## src/common/sadc_pkg.sv

```systemverilog
// Package for the SAR converter sequencer: register layout and constants
`default_nettype none
package sadc_pkg;
    // ----------------------------------------------------------------
    // Register layout
    // ----------------------------------------------------------------
    localparam int unsigned SADC_DATA_BITS = 10;
    localparam int unsigned SADC_CH_BITS = 4;
    localparam logic [7:0] SADC_CSR_RESET = 8'h00;
    localparam logic [7:0] SADC_RES_RESET = 8'h00;
    localparam int unsigned SADC_CSR_DONE_BIT = 7;
    localparam int unsigned SADC_CSR_SPEED_BIT = 6;
    localparam int unsigned SADC_CSR_ON_BIT = 5;
    localparam logic [9:0] SADC_FULL_SCALE = 10'h3ff;
    localparam logic [9:0] SADC_ZERO_SCALE = 10'h000;
    // ----------------------------------------------------------------
    // Timing
    // ----------------------------------------------------------------
    localparam int unsigned SADC_DIV_SLOW = 4;
    localparam int unsigned SADC_DIV_FAST = 2;
    localparam int unsigned SADC_CONV_CYCLES = 12;
    localparam int unsigned SADC_SETTLE_NS = 1000;
    localparam int unsigned SADC_CLK_MHZ = 250;
    localparam int unsigned SADC_SETTLE_CYCLES =
        (SADC_SETTLE_NS * SADC_CLK_MHZ + 999) / 1000;

    // Software access strobes of one cycle
    typedef struct packed {
        logic csr_write;
        logic [7:0] csr_wdata;
        logic high_read;
        logic low_read;
    } sadc_access_type;

    // Analog core sample report
    typedef struct packed {
        logic [9:0] code;
        logic over_upper;
        logic under_lower;
    } sadc_sample_type;

    typedef enum logic [1:0] {
        SADC_OFF,
        SADC_SETTLE,
        SADC_CONVERT
    } sadc_state_type;
endpackage
`default_nettype wire

```

## src/logic/sadc_clock_divider.sv

```systemverilog
// Converter tick generator: divide by 4 or by 2
`default_nettype none
module sadc_clock_divider
    import sadc_pkg::*;
(
    // Clock and reset
    input wire logic clk,
    input wire logic reset_n,
    // Control
    input wire logic run,
    input wire logic fast,
    // Tick out
    output logic tick
);
    logic [1:0] count;
    logic [1:0] next_count;
    logic [1:0] last;

    // Terminal count follows the speed selection
    always_comb begin
        last = fast ? 2'(SADC_DIV_FAST - 1) : 2'(SADC_DIV_SLOW - 1);
        if (!run || count >= last) begin
            next_count = 2'h0;
        end else begin
            next_count = count + 2'h1;
        end
        tick = run && (count >= last);
    end

    always_ff @(posedge clk or negedge reset_n) begin
        if (!reset_n) begin
            count <= 2'h0;
        end else begin
            count <= next_count;
        end
    end
endmodule
`default_nettype wire

```

## src/logic/sadc_sequencer.sv

```systemverilog
// Control and result handling of the 10-bit SAR converter
`default_nettype none
module sadc_sequencer
    import sadc_pkg::*;
#(
    parameter int unsigned CONV_CYCLES = SADC_CONV_CYCLES,
    parameter int unsigned SETTLE_CYCLES = SADC_SETTLE_CYCLES
) (
    // Clock and reset
    input wire logic clk,
    input wire logic reset_n,
    // Software access
    input wire sadc_access_type access,
    output logic [7:0] converter_control_status_reg,
    output logic [7:0] result_high_reg,
    output logic [7:0] result_low_reg,
    // Power modes
    input wire logic cpu_wait,
    input wire logic cpu_halt,
    // Analog core
    input wire sadc_sample_type sample,
    output logic [15:0] mux_enable,
    output logic core_enable,
    output logic sample_strobe,
    output logic results_accurate
);
    // ----------------------------------------------------------------
    // Control register and flag
    // ----------------------------------------------------------------
    logic done;
    logic next_done;
    logic speed;
    logic next_speed;
    logic converter_on;
    logic next_converter_on;
    logic [3:0] channel_select;
    logic [3:0] next_channel_select;
    logic restart;
    logic finish;

    // A channel change counts only when the field really moves
    assign restart = access.csr_write &&
        access.csr_wdata[3:0] != channel_select;

    // Set wins over a clear in the same cycle so no result goes unseen
    always_comb begin
        next_speed = speed;
        next_converter_on = converter_on;
        next_channel_select = channel_select;
        next_done = done;
        if (access.csr_write) begin
            next_speed = access.csr_wdata[SADC_CSR_SPEED_BIT];
            next_converter_on = access.csr_wdata[SADC_CSR_ON_BIT];
            next_channel_select = access.csr_wdata[3:0];
            next_done = 1'b0;
        end
        if (access.high_read) begin
            next_done = 1'b0;
        end
        if (finish) begin
            next_done = 1'b1;
        end
    end

    always_ff @(posedge clk or negedge reset_n) begin
        if (!reset_n) begin
            done <= SADC_CSR_RESET[SADC_CSR_DONE_BIT];
            speed <= SADC_CSR_RESET[SADC_CSR_SPEED_BIT];
            converter_on <= SADC_CSR_RESET[SADC_CSR_ON_BIT];
            channel_select <= SADC_CSR_RESET[3:0];
        end else begin
            done <= next_done;
            speed <= next_speed;
            converter_on <= next_converter_on;
            channel_select <= next_channel_select;
        end
    end

    // Bit 4 reserved, reads zero; no interrupt output exists
    assign converter_control_status_reg =
        {done, speed, converter_on, 1'b0, channel_select};

    // ----------------------------------------------------------------
    // Converter sequencing
    // ----------------------------------------------------------------
    sadc_state_type state;
    sadc_state_type next_state;
    logic [15:0] count;
    logic [15:0] next_count;
    logic tick;
    logic active;

    // Wait mode is deliberately not looked at here
    assign active = converter_on && !cpu_halt;

    sadc_clock_divider divider (
        .clk(clk),
        .reset_n(reset_n),
        .run(state == SADC_CONVERT && !restart),
        .fast(speed),
        .tick(tick)
    );

    // Gating on active stops a switch-off from landing one more result
    assign finish = state == SADC_CONVERT && active && tick && !restart &&
        count == 16'(CONV_CYCLES - 1);

    // Halt forces a settle period before results count as accurate
    always_comb begin
        next_state = state;
        next_count = count;
        case (state)
            SADC_OFF: begin
                next_count = 16'h0;
                if (active) begin
                    next_state = SADC_CONVERT;
                end
            end
            SADC_SETTLE: begin
                if (cpu_halt) begin
                    next_state = SADC_OFF;
                    next_count = 16'h0;
                end else if (count == 16'(SETTLE_CYCLES - 1)) begin
                    next_state = active ? SADC_CONVERT : SADC_OFF;
                    next_count = 16'h0;
                end else begin
                    next_count = count + 16'h1;
                end
            end
            SADC_CONVERT: begin
                if (!active) begin
                    next_state = SADC_OFF;
                    next_count = 16'h0;
                end else if (restart) begin
                    next_count = 16'h0;
                end else if (finish) begin
                    next_count = 16'h0;
                end else if (tick) begin
                    next_count = count + 16'h1;
                end
            end
            default: begin
                next_state = SADC_OFF;
                next_count = 16'h0;
            end
        endcase
    end

    logic halted;
    logic next_halted;
    logic accurate;
    logic next_accurate;

    // Remember halt so the wake can route through the settle state
    always_comb begin
        next_halted = halted;
        next_accurate = accurate;
        if (cpu_halt) begin
            next_halted = 1'b1;
            next_accurate = 1'b0;
        end else if (state == SADC_SETTLE && next_state != SADC_SETTLE) begin
            next_accurate = 1'b1;
        end
        if (halted && !cpu_halt) begin
            next_halted = 1'b0;
        end
    end

    sadc_state_type next_state_final;
    logic [15:0] next_count_final;
    always_comb begin
        next_state_final = next_state;
        next_count_final = next_count;
        if (halted && !cpu_halt) begin
            next_state_final = SADC_SETTLE;
            next_count_final = 16'h0;
        end
    end

    always_ff @(posedge clk or negedge reset_n) begin
        if (!reset_n) begin
            state <= SADC_OFF;
            count <= 16'h0;
            halted <= 1'b0;
            accurate <= 1'b1;
        end else begin
            state <= next_state_final;
            count <= next_count_final;
            halted <= next_halted;
            accurate <= next_accurate;
        end
    end

    assign core_enable = state == SADC_CONVERT;
    assign sample_strobe = finish;
    assign results_accurate = accurate;

    // One-hot mux select, channel n drives input n
    always_comb begin
        mux_enable = 16'h0;
        if (state == SADC_CONVERT) begin
            mux_enable[channel_select] = 1'b1;
        end
    end

    // ----------------------------------------------------------------
    // Result registers
    // ----------------------------------------------------------------
    logic [9:0] result;
    logic [9:0] next_result;
    logic [9:0] clipped;

    // Clip decisions override the core code
    always_comb begin
        if (sample.over_upper) begin
            clipped = SADC_FULL_SCALE;
        end else if (sample.under_lower) begin
            clipped = SADC_ZERO_SCALE;
        end else begin
            clipped = sample.code;
        end
        next_result = finish ? clipped : result;
    end

    always_ff @(posedge clk or negedge reset_n) begin
        if (!reset_n) begin
            result <= {SADC_RES_RESET, SADC_RES_RESET[1:0]};
        end else begin
            result <= next_result;
        end
    end

    // Not latched as a pair: a late reader may mix two conversions
    assign result_high_reg = result[9:2];
    assign result_low_reg = {6'h00, result[1:0]};

    // ----------------------------------------------------------------
    // Checks
    // ----------------------------------------------------------------
    a_done_set: assert property (@(posedge clk) disable iff (!reset_n)
        finish |=> done)
        else $error("done not set after conversion");
    a_read_clear: assert property (@(posedge clk) disable iff (!reset_n)
        access.high_read && !finish |=> !done)
        else $error("high read did not clear done");
    a_write_clear: assert property (@(posedge clk) disable iff (!reset_n)
        access.csr_write && !finish |=> !done)
        else $error("csr write did not clear done");
    a_off_stops: assert property (@(posedge clk) disable iff (!reset_n)
        !converter_on |-> !finish ##1 !core_enable)
        else $error("result while converter off");
    a_sat_high: assert property (@(posedge clk) disable iff (!reset_n)
        finish && sample.over_upper |=>
        result_high_reg == 8'hff && result_low_reg == 8'h03)
        else $error("no saturation high");
    a_sat_low: assert property (@(posedge clk) disable iff (!reset_n)
        finish && !sample.over_upper && sample.under_lower |=>
        result_high_reg == 8'h00 && result_low_reg == 8'h00)
        else $error("no saturation low");
    a_chan_restart: assert property (@(posedge clk) disable iff (!reset_n)
        restart && state == SADC_CONVERT && active |=>
        count == 16'h0 && !done)
        else $error("channel change did not restart");
    a_halt_off: assert property (@(posedge clk) disable iff (!reset_n)
        cpu_halt |=> !core_enable)
        else $error("converter ran in halt");
    a_wait_runs: assert property (@(posedge clk) disable iff (!reset_n)
        cpu_wait && state == SADC_CONVERT && active |=> core_enable)
        else $error("wait mode stopped the converter");
    a_low_zero: assert property (@(posedge clk) disable iff (!reset_n)
        result_low_reg[7:2] == 6'h00)
        else $error("low register upper bits not zero");
    a_mux_onehot: assert property (@(posedge clk) disable iff (!reset_n)
        core_enable |-> mux_enable == 16'h1 << channel_select)
        else $error("mux select wrong");
    c_finish: cover property (@(posedge clk) disable iff (!reset_n)
        finish);
    c_restart: cover property (@(posedge clk) disable iff (!reset_n)
        restart && state == SADC_CONVERT);
    c_wake: cover property (@(posedge clk) disable iff (!reset_n)
        state == SADC_SETTLE ##1 state == SADC_CONVERT);
endmodule
`default_nettype wire

```

## config.mk

```make
export PLATFORM = sky130hd
export DESIGN_NAME = sadc_sequencer
export DESIGN_NICKNAME = d
export VERILOG_FILES = /design/src/common/sadc_pkg.sv /design/src/logic/sadc_clock_divider.sv /design/src/logic/sadc_sequencer.sv
export SDC_FILE = /design/constraint.sdc
export NUM_CORES = 1
export LEC_CHECK = 0
export BUFFER_PORTS_ARGS = -buffer_cell sky130_fd_sc_hd__buf_2
export CORE_AREA = 2 2 70 72
export DETAILED_ROUTE_END_ITERATION = 12
export DIE_AREA = 0 0 72 74
export PLACE_DENSITY = 0.84
export SLEW_MARGIN = 20
export SYNTH_ARGS = -nofsm -noshare
export SYNTH_HDL_FRONTEND = slang
export SYNTH_HIERARCHICAL = 1
export SYNTH_SLANG_ARGS = --single-unit
export TNS_END_PERCENT = 50
```

## constraint.sdc

```tcl
create_clock -name clk -period 6.8 [get_ports clk]
set_clock_uncertainty 0.15 [all_clocks]
set_input_delay 0.34 -clock clk [delete_from_list [all_inputs] [get_ports clk]]
set_output_delay 0.34 -clock clk [all_outputs]
set_load 0.005 [all_outputs]
```

# ---- Word level (Yosys, flattened, before mapping)
# Index checks and enable logic that the tools add are counted.
dict set report word_totals {
  input_bits 27
  output_inout_bits 43
  ff_bits 39
}
dict set report op_classes {
  n_eq_ne 7
  n_mux 29
  n_reduce_logical 19
  n_addsub 2
  magnitude_cmp 3
}
# cell n
set ops {}
lappend ops {{16-bit 2-to-1 mux} 8}
lappend ops {{16-bit case mux with 2 select lines} 1}
lappend ops {{10-bit 2-to-1 mux} 2}
lappend ops {{16-bit by 1-bit adder with 16-bit output (second input constant)} 1}
lappend ops {{16-bit by 4-bit equality test with 1-bit output (second input constant)} 1}
lappend ops {{16-bit by 8-bit equality test with 1-bit output (second input constant)} 1}
lappend ops {{2-bit 2-to-1 mux} 8}
lappend ops {{1-bit logical AND} 11}
lappend ops {{1-bit 2-to-1 mux} 8}
lappend ops {{6-bit by 5-bit inequality test with 1-bit output (second input constant)} 1}
lappend ops {{2-bit case mux with 3 select lines} 1}
lappend ops {{4-bit by 5-bit < comparator with 1-bit output (second input constant)} 1}
lappend ops {{1-bit demux with 4-bit select} 1}
lappend ops {{4-bit by 1-bit >= comparator with 1-bit output (second input constant)} 1}
lappend ops {{4-bit inequality test} 1}
lappend ops {{2-bit nonzero test} 2}
lappend ops {{1-bit logical NOT} 3}
lappend ops {{3-bit nonzero test} 1}
lappend ops {{2-bit by 1-bit adder with 2-bit output (second input constant)} 1}
lappend ops {{2-bit by 1-bit equality test with 1-bit output (second input constant)} 1}
lappend ops {{2-bit equality test (second input constant)} 1}
lappend ops {{2-bit >= comparator} 1}
lappend ops {{2-bit logical NOT} 1}
lappend ops {{2-bit by 1-bit inequality test with 1-bit output (second input constant)} 1}
lappend ops {{1-bit logical OR} 1}

# ---- Depth between registers and ports, before layout
dict set report logic_depth {
  depth_word 13
  ltp_mapped 12
}

# ---- Hierarchy
# The synthesis kept the hierarchy.
# mod cells_each area_per_inst_um2 n_inst seq_area_each_um2
set modules_own_cells {}
lappend modules_own_cells {sadc_sequencer 265 2414.8 1 927.1}
lappend modules_own_cells {sadc_clock_divider 10 107.6 1 50.0}

# ---- Worst setup path after synthesis
# OpenSTA, ideal clock, no wires.
dict set report synth_path {
  kind {register to register}
  from {register channel_select[1]}
  to {register result[1]}
  path_slack_ns 3.513
  arrival_ns 3.014
  path_stages_with_launch 12
  path_buffers 3
  setup_ns 0.122
  required_ns 6.528
  path_cell_list {dfrtp_1 > buf_2 > xor2_1 > o41a_4 > clkbuf_1 > nor2b_1 > nor2b_1 > or4b_1 > or4_4 > nor3_4 > buf_6 > o21ai_2}
}
dict set report synth_via {
  elab_chain_len 8
}
# element line
set synth_lines {}
lappend synth_lines {{start, declared} sadc_sequencer.sv:36} ;# logic [3:0] channel_select;
lappend synth_lines {{start signal, assigned} sadc_sequencer.sv:70} ;# channel_select <= SADC_CSR_RESET[3:0];
lappend synth_lines {{start signal, assigned} sadc_sequencer.sv:75} ;# channel_select <= next_channel_select;
lappend synth_lines {{4-bit inequality test} sadc_sequencer.sv:43} ;# access.csr_wdata[3:0] != channel_select;
lappend synth_lines {{1-bit logical AND} sadc_sequencer.sv:42} ;# assign restart = access.csr_write &&
lappend synth_lines {{1-bit logical NOT} sadc_sequencer.sv:99} ;# .run(state == SADC_CONVERT && !restart),
lappend synth_lines {{1-bit logical AND} sadc_sequencer.sv:99}
lappend synth_lines {{1-bit logical AND} sadc_clock_divider.sv:27} ;# tick = run && (count >= last);
lappend synth_lines {{via tick} sadc_sequencer.sv:90} ;# logic tick;
lappend synth_lines {{1-bit logical AND (3 in a row)} sadc_sequencer.sv:105} ;# assign finish = state == SADC_CONVERT && active && tick && !restart &&
lappend synth_lines {{end signal, assigned} sadc_sequencer.sv:227} ;# result <= {SADC_RES_RESET, SADC_RES_RESET[1:0]};
lappend synth_lines {{end signal, assigned} sadc_sequencer.sv:229} ;# result <= next_result;
lappend synth_lines {{end, declared} sadc_sequencer.sv:209} ;# logic [9:0] result;
# The timed path passes the listed nets, and every way through them passes these cells.
# A chain may end at the register's enable or synchronous reset.

# ---- Final worst setup path
dict set report layout_path {
  from {register channel_select[1]}
  to {register result[3]}
}
# The elaborated chain is that of the path after synthesis.

==> flow_summary.yaml <==
detailed_routing:
  vias_per_cell: 5.58
  wl_per_cell_um: 13.7
  drc_errors: 0
  postRouteWirelength_um: 5250
  firstDrtPassIters: 4
  antenna_left: 0
  drtIter0Drc: 153
  routed-via-count: 2132
global_route:
  grt_pass1_wl_um: 8680
  antenna_found_initial: 0
  grt_max_degree: 40
  grt_pass1_vias: 1990
  grt.overflow.total: 0
  grtUsageTotal: 0.208
floorplanning:
  core_um2: 4600
  io_pins: 70
  start_util: 0.549
  dieArea_um2: 5330
  die_height_um: 74
  core.rowCount: 25
  die_w_um: 72
clocking:
  cts_tree: "yes"
  clk_path_buf_depth: 2
  worstSkewPairLatency_ps: 300
  clock-sinks: 39
  cts-htree-levels: 2
  clk_pin_slew_worst_paths_ps: 70
  root_buffer: "clkbuf_8"
  postCtsSetupBuffers: 0
  cts_buffers: 5
  cts-resized-gates: 0
  hold_buffers: 0
finish:
  final_layout_size_suffix_gt1_frac: 0.299
  antenna_cells: 0
  areaGrowthSynthToFinish_pct: 14.1
  nets: 361
  utilization: 0.626
yosys:
  synth_edf_count: 0
  yosys_warnings: 6
  synthesis.area_um2: 2520
  synth_cells: 275
  synthArstFlopShare: 1.00
  ys_seq_area_frac: 0.387
  synth.most_common_cell: "dfrtp_1"
  synth_cell_types: 54
  synth_commonest_cells: "38 x dfrtp_1, 30 x nor2_1, 17 x inv_1"
  synthTopCellsByArea: "dfrtp_1 38%, nor2_1 4.5%, o21ai_2 4.2%"
  ys_ff_latch: 39
  yosys.area.top_type: "dfrtp_1"
  syn_area_per_cell_um2: 9.17
  synth-main-ff-cell: "dfrtp_1"
  yosysTopAreaCellShare: 0.377
critical_path:
  cp.arrival_ps: 3970
  crit_family: "simple AND/OR/NAND/NOR gates"
  end_kind: "flip-flop"
  cp_slowest_cell: "nor3_4"
  reg2reg_to: "result[3]"
  crit_path_cell_trace: "xor2_1, o41a_4, nor2b_1, nor2b_1, or4b_1, or4_4, nor3_4, o21ai_0, o21ai_0"
  r2r-start: "channel_select[1]"
  cp.buffers_inverters: 0
  path_class: "reg2reg"
  reg2reg_depth: 9
  slowest_delay_ps: 680
  rrSetupSlack_ps: 2890
  path_max_fanout: 21
  crit_required_ps: 6860
  crit_path_start_kind: "flip-flop"
sta:
  hold_ws_ps: -4.67
  fmax_ghz: 0.256
  setup_tns_ps: 0
  worst_pin_slew_ps: 872
  fin_crit_ps: 3910
  setup_violations: 0
  maxSlewHeadroom: 0.417
  rsz0062_at_grt: "no"
  min_period_over_period: 0.574
  hold_viol: 4
  slew_viol_final: 0
placement:
  gp_congestion: 0.806
  io_buffers: 58
  dpl.hpwl_um: 3880
run:
  drv_cap: 0
pwr:
  max-vdd-ir-drop_uv: 121
  power_per_cell_area_nw_per_um2: 190
  pwr-share-clk: 0.347
  p_sw_w: 0.000154
  p_seq_frac: 0.470
  p_leak_nw: 1.28
  power_frac_comb: 0.183
  internal_power_w: 0.000393
  sw_frac_of_total: 0.281
hold_path:
  min_path_type: "in2async"
outcome:
  violations: "hold timing"
  status: "finished with violations"
stage by stage:
stage	cell area (um2)	cells	power (W)	hold slack, ps	setup WS, ps
final	2880	382	0.000547	-4.67	2890
after detailed placement	2770	374	0.000360	312	2930
after global routing	2880	382	0.000575	63.0	2640
after global placement	2770	374	0.000357	294	3020
after floorplan	2540	281	0.000330	-106	3510
after CTS	2880	382	0.000550	30.7	2900
cells in the final DEF, fill, tap and decap left out, drive strengths merged, types with 5 or more instances in the layout:
master   synthesis  routed
ha               7       7
xor2            10      10
conb             1       7
dfrtp           38      38
inv             17      17
clkbuf           4       7
o2111ai          6       6
nand3            7       7
mux2             5       5
buf             15      58
nor3             9       9
nand2b           8       8
nand2           15      15
o211ai           5       5
o21ai           35      35
and3             5       5
nor2b           14      14
nor2            30      30
a21oi            5       5
power by group through the flow:
stage | logic (W) | clock network (W) | registers (W)
2_1_floorplan | 0.0000731 | 0 | 0.000257
3_3_place_gp | 0.0000967 | 0 | 0.000260
3_5_place_dp | 0.0000988 | 0 | 0.000262
4_1_cts | 0.0000999 | 0.000193 | 0.000257
5_1_grt | 0.000111 | 0.000204 | 0.000259
6_report | 0.000100 | 0.000190 | 0.000257
cell families after synthesis:
kind of cell	share of synthesized area
compound gates	0.192
xor+xnor	0.0382
fa+ha+maj	0.0347
buf+inv	0.0769
flops	0.387
mux	0.0223
other cells	0.00149
simple gates	0.247
final cells by class:
type | count | area, um2
timing repair buffer | 58 | 290
tap | 54 | 67.6
inverter | 17 | 63.8
clock buffer | 7 | 76.3
fill | 371 | 1720
sequential | 39 | 977
multi-input combinational | 206 | 1370
clock inverter | 1 | 30.0
worst max-delay path by stage:
stage / start / end / slack [ps] / depth (start not counted)
after floorplan: channel_select[1] / result[1] / 3510 / 11
after global placement: channel_select[1] / result[3] / 3020 / 9
after detailed placement: channel_select[1] / result[3] / 2930 / 9
after CTS: channel_select[1] / result[3] / 2900 / 9
after global routing: channel_select[1] / result[3] / 2640 / 9
final: channel_select[1] / result[3] / 2890 / 9
registers in the layout, summed over array words and instances (netlist names), 2 cells and up:
register and flops:
divider/count 2, result 10, channel_select 4, state 2
count 16
routing by layer:
layer,GRT usage,part of all wire,vias up
met4,0.0797,0.016,0
met2,0.373,0.51,49
met1,0.248,0.43,1028
met3,0.0393,0.043,7
li1,-,-,1048
met5,0,0,-
Power figures use the tool's default switching activity.
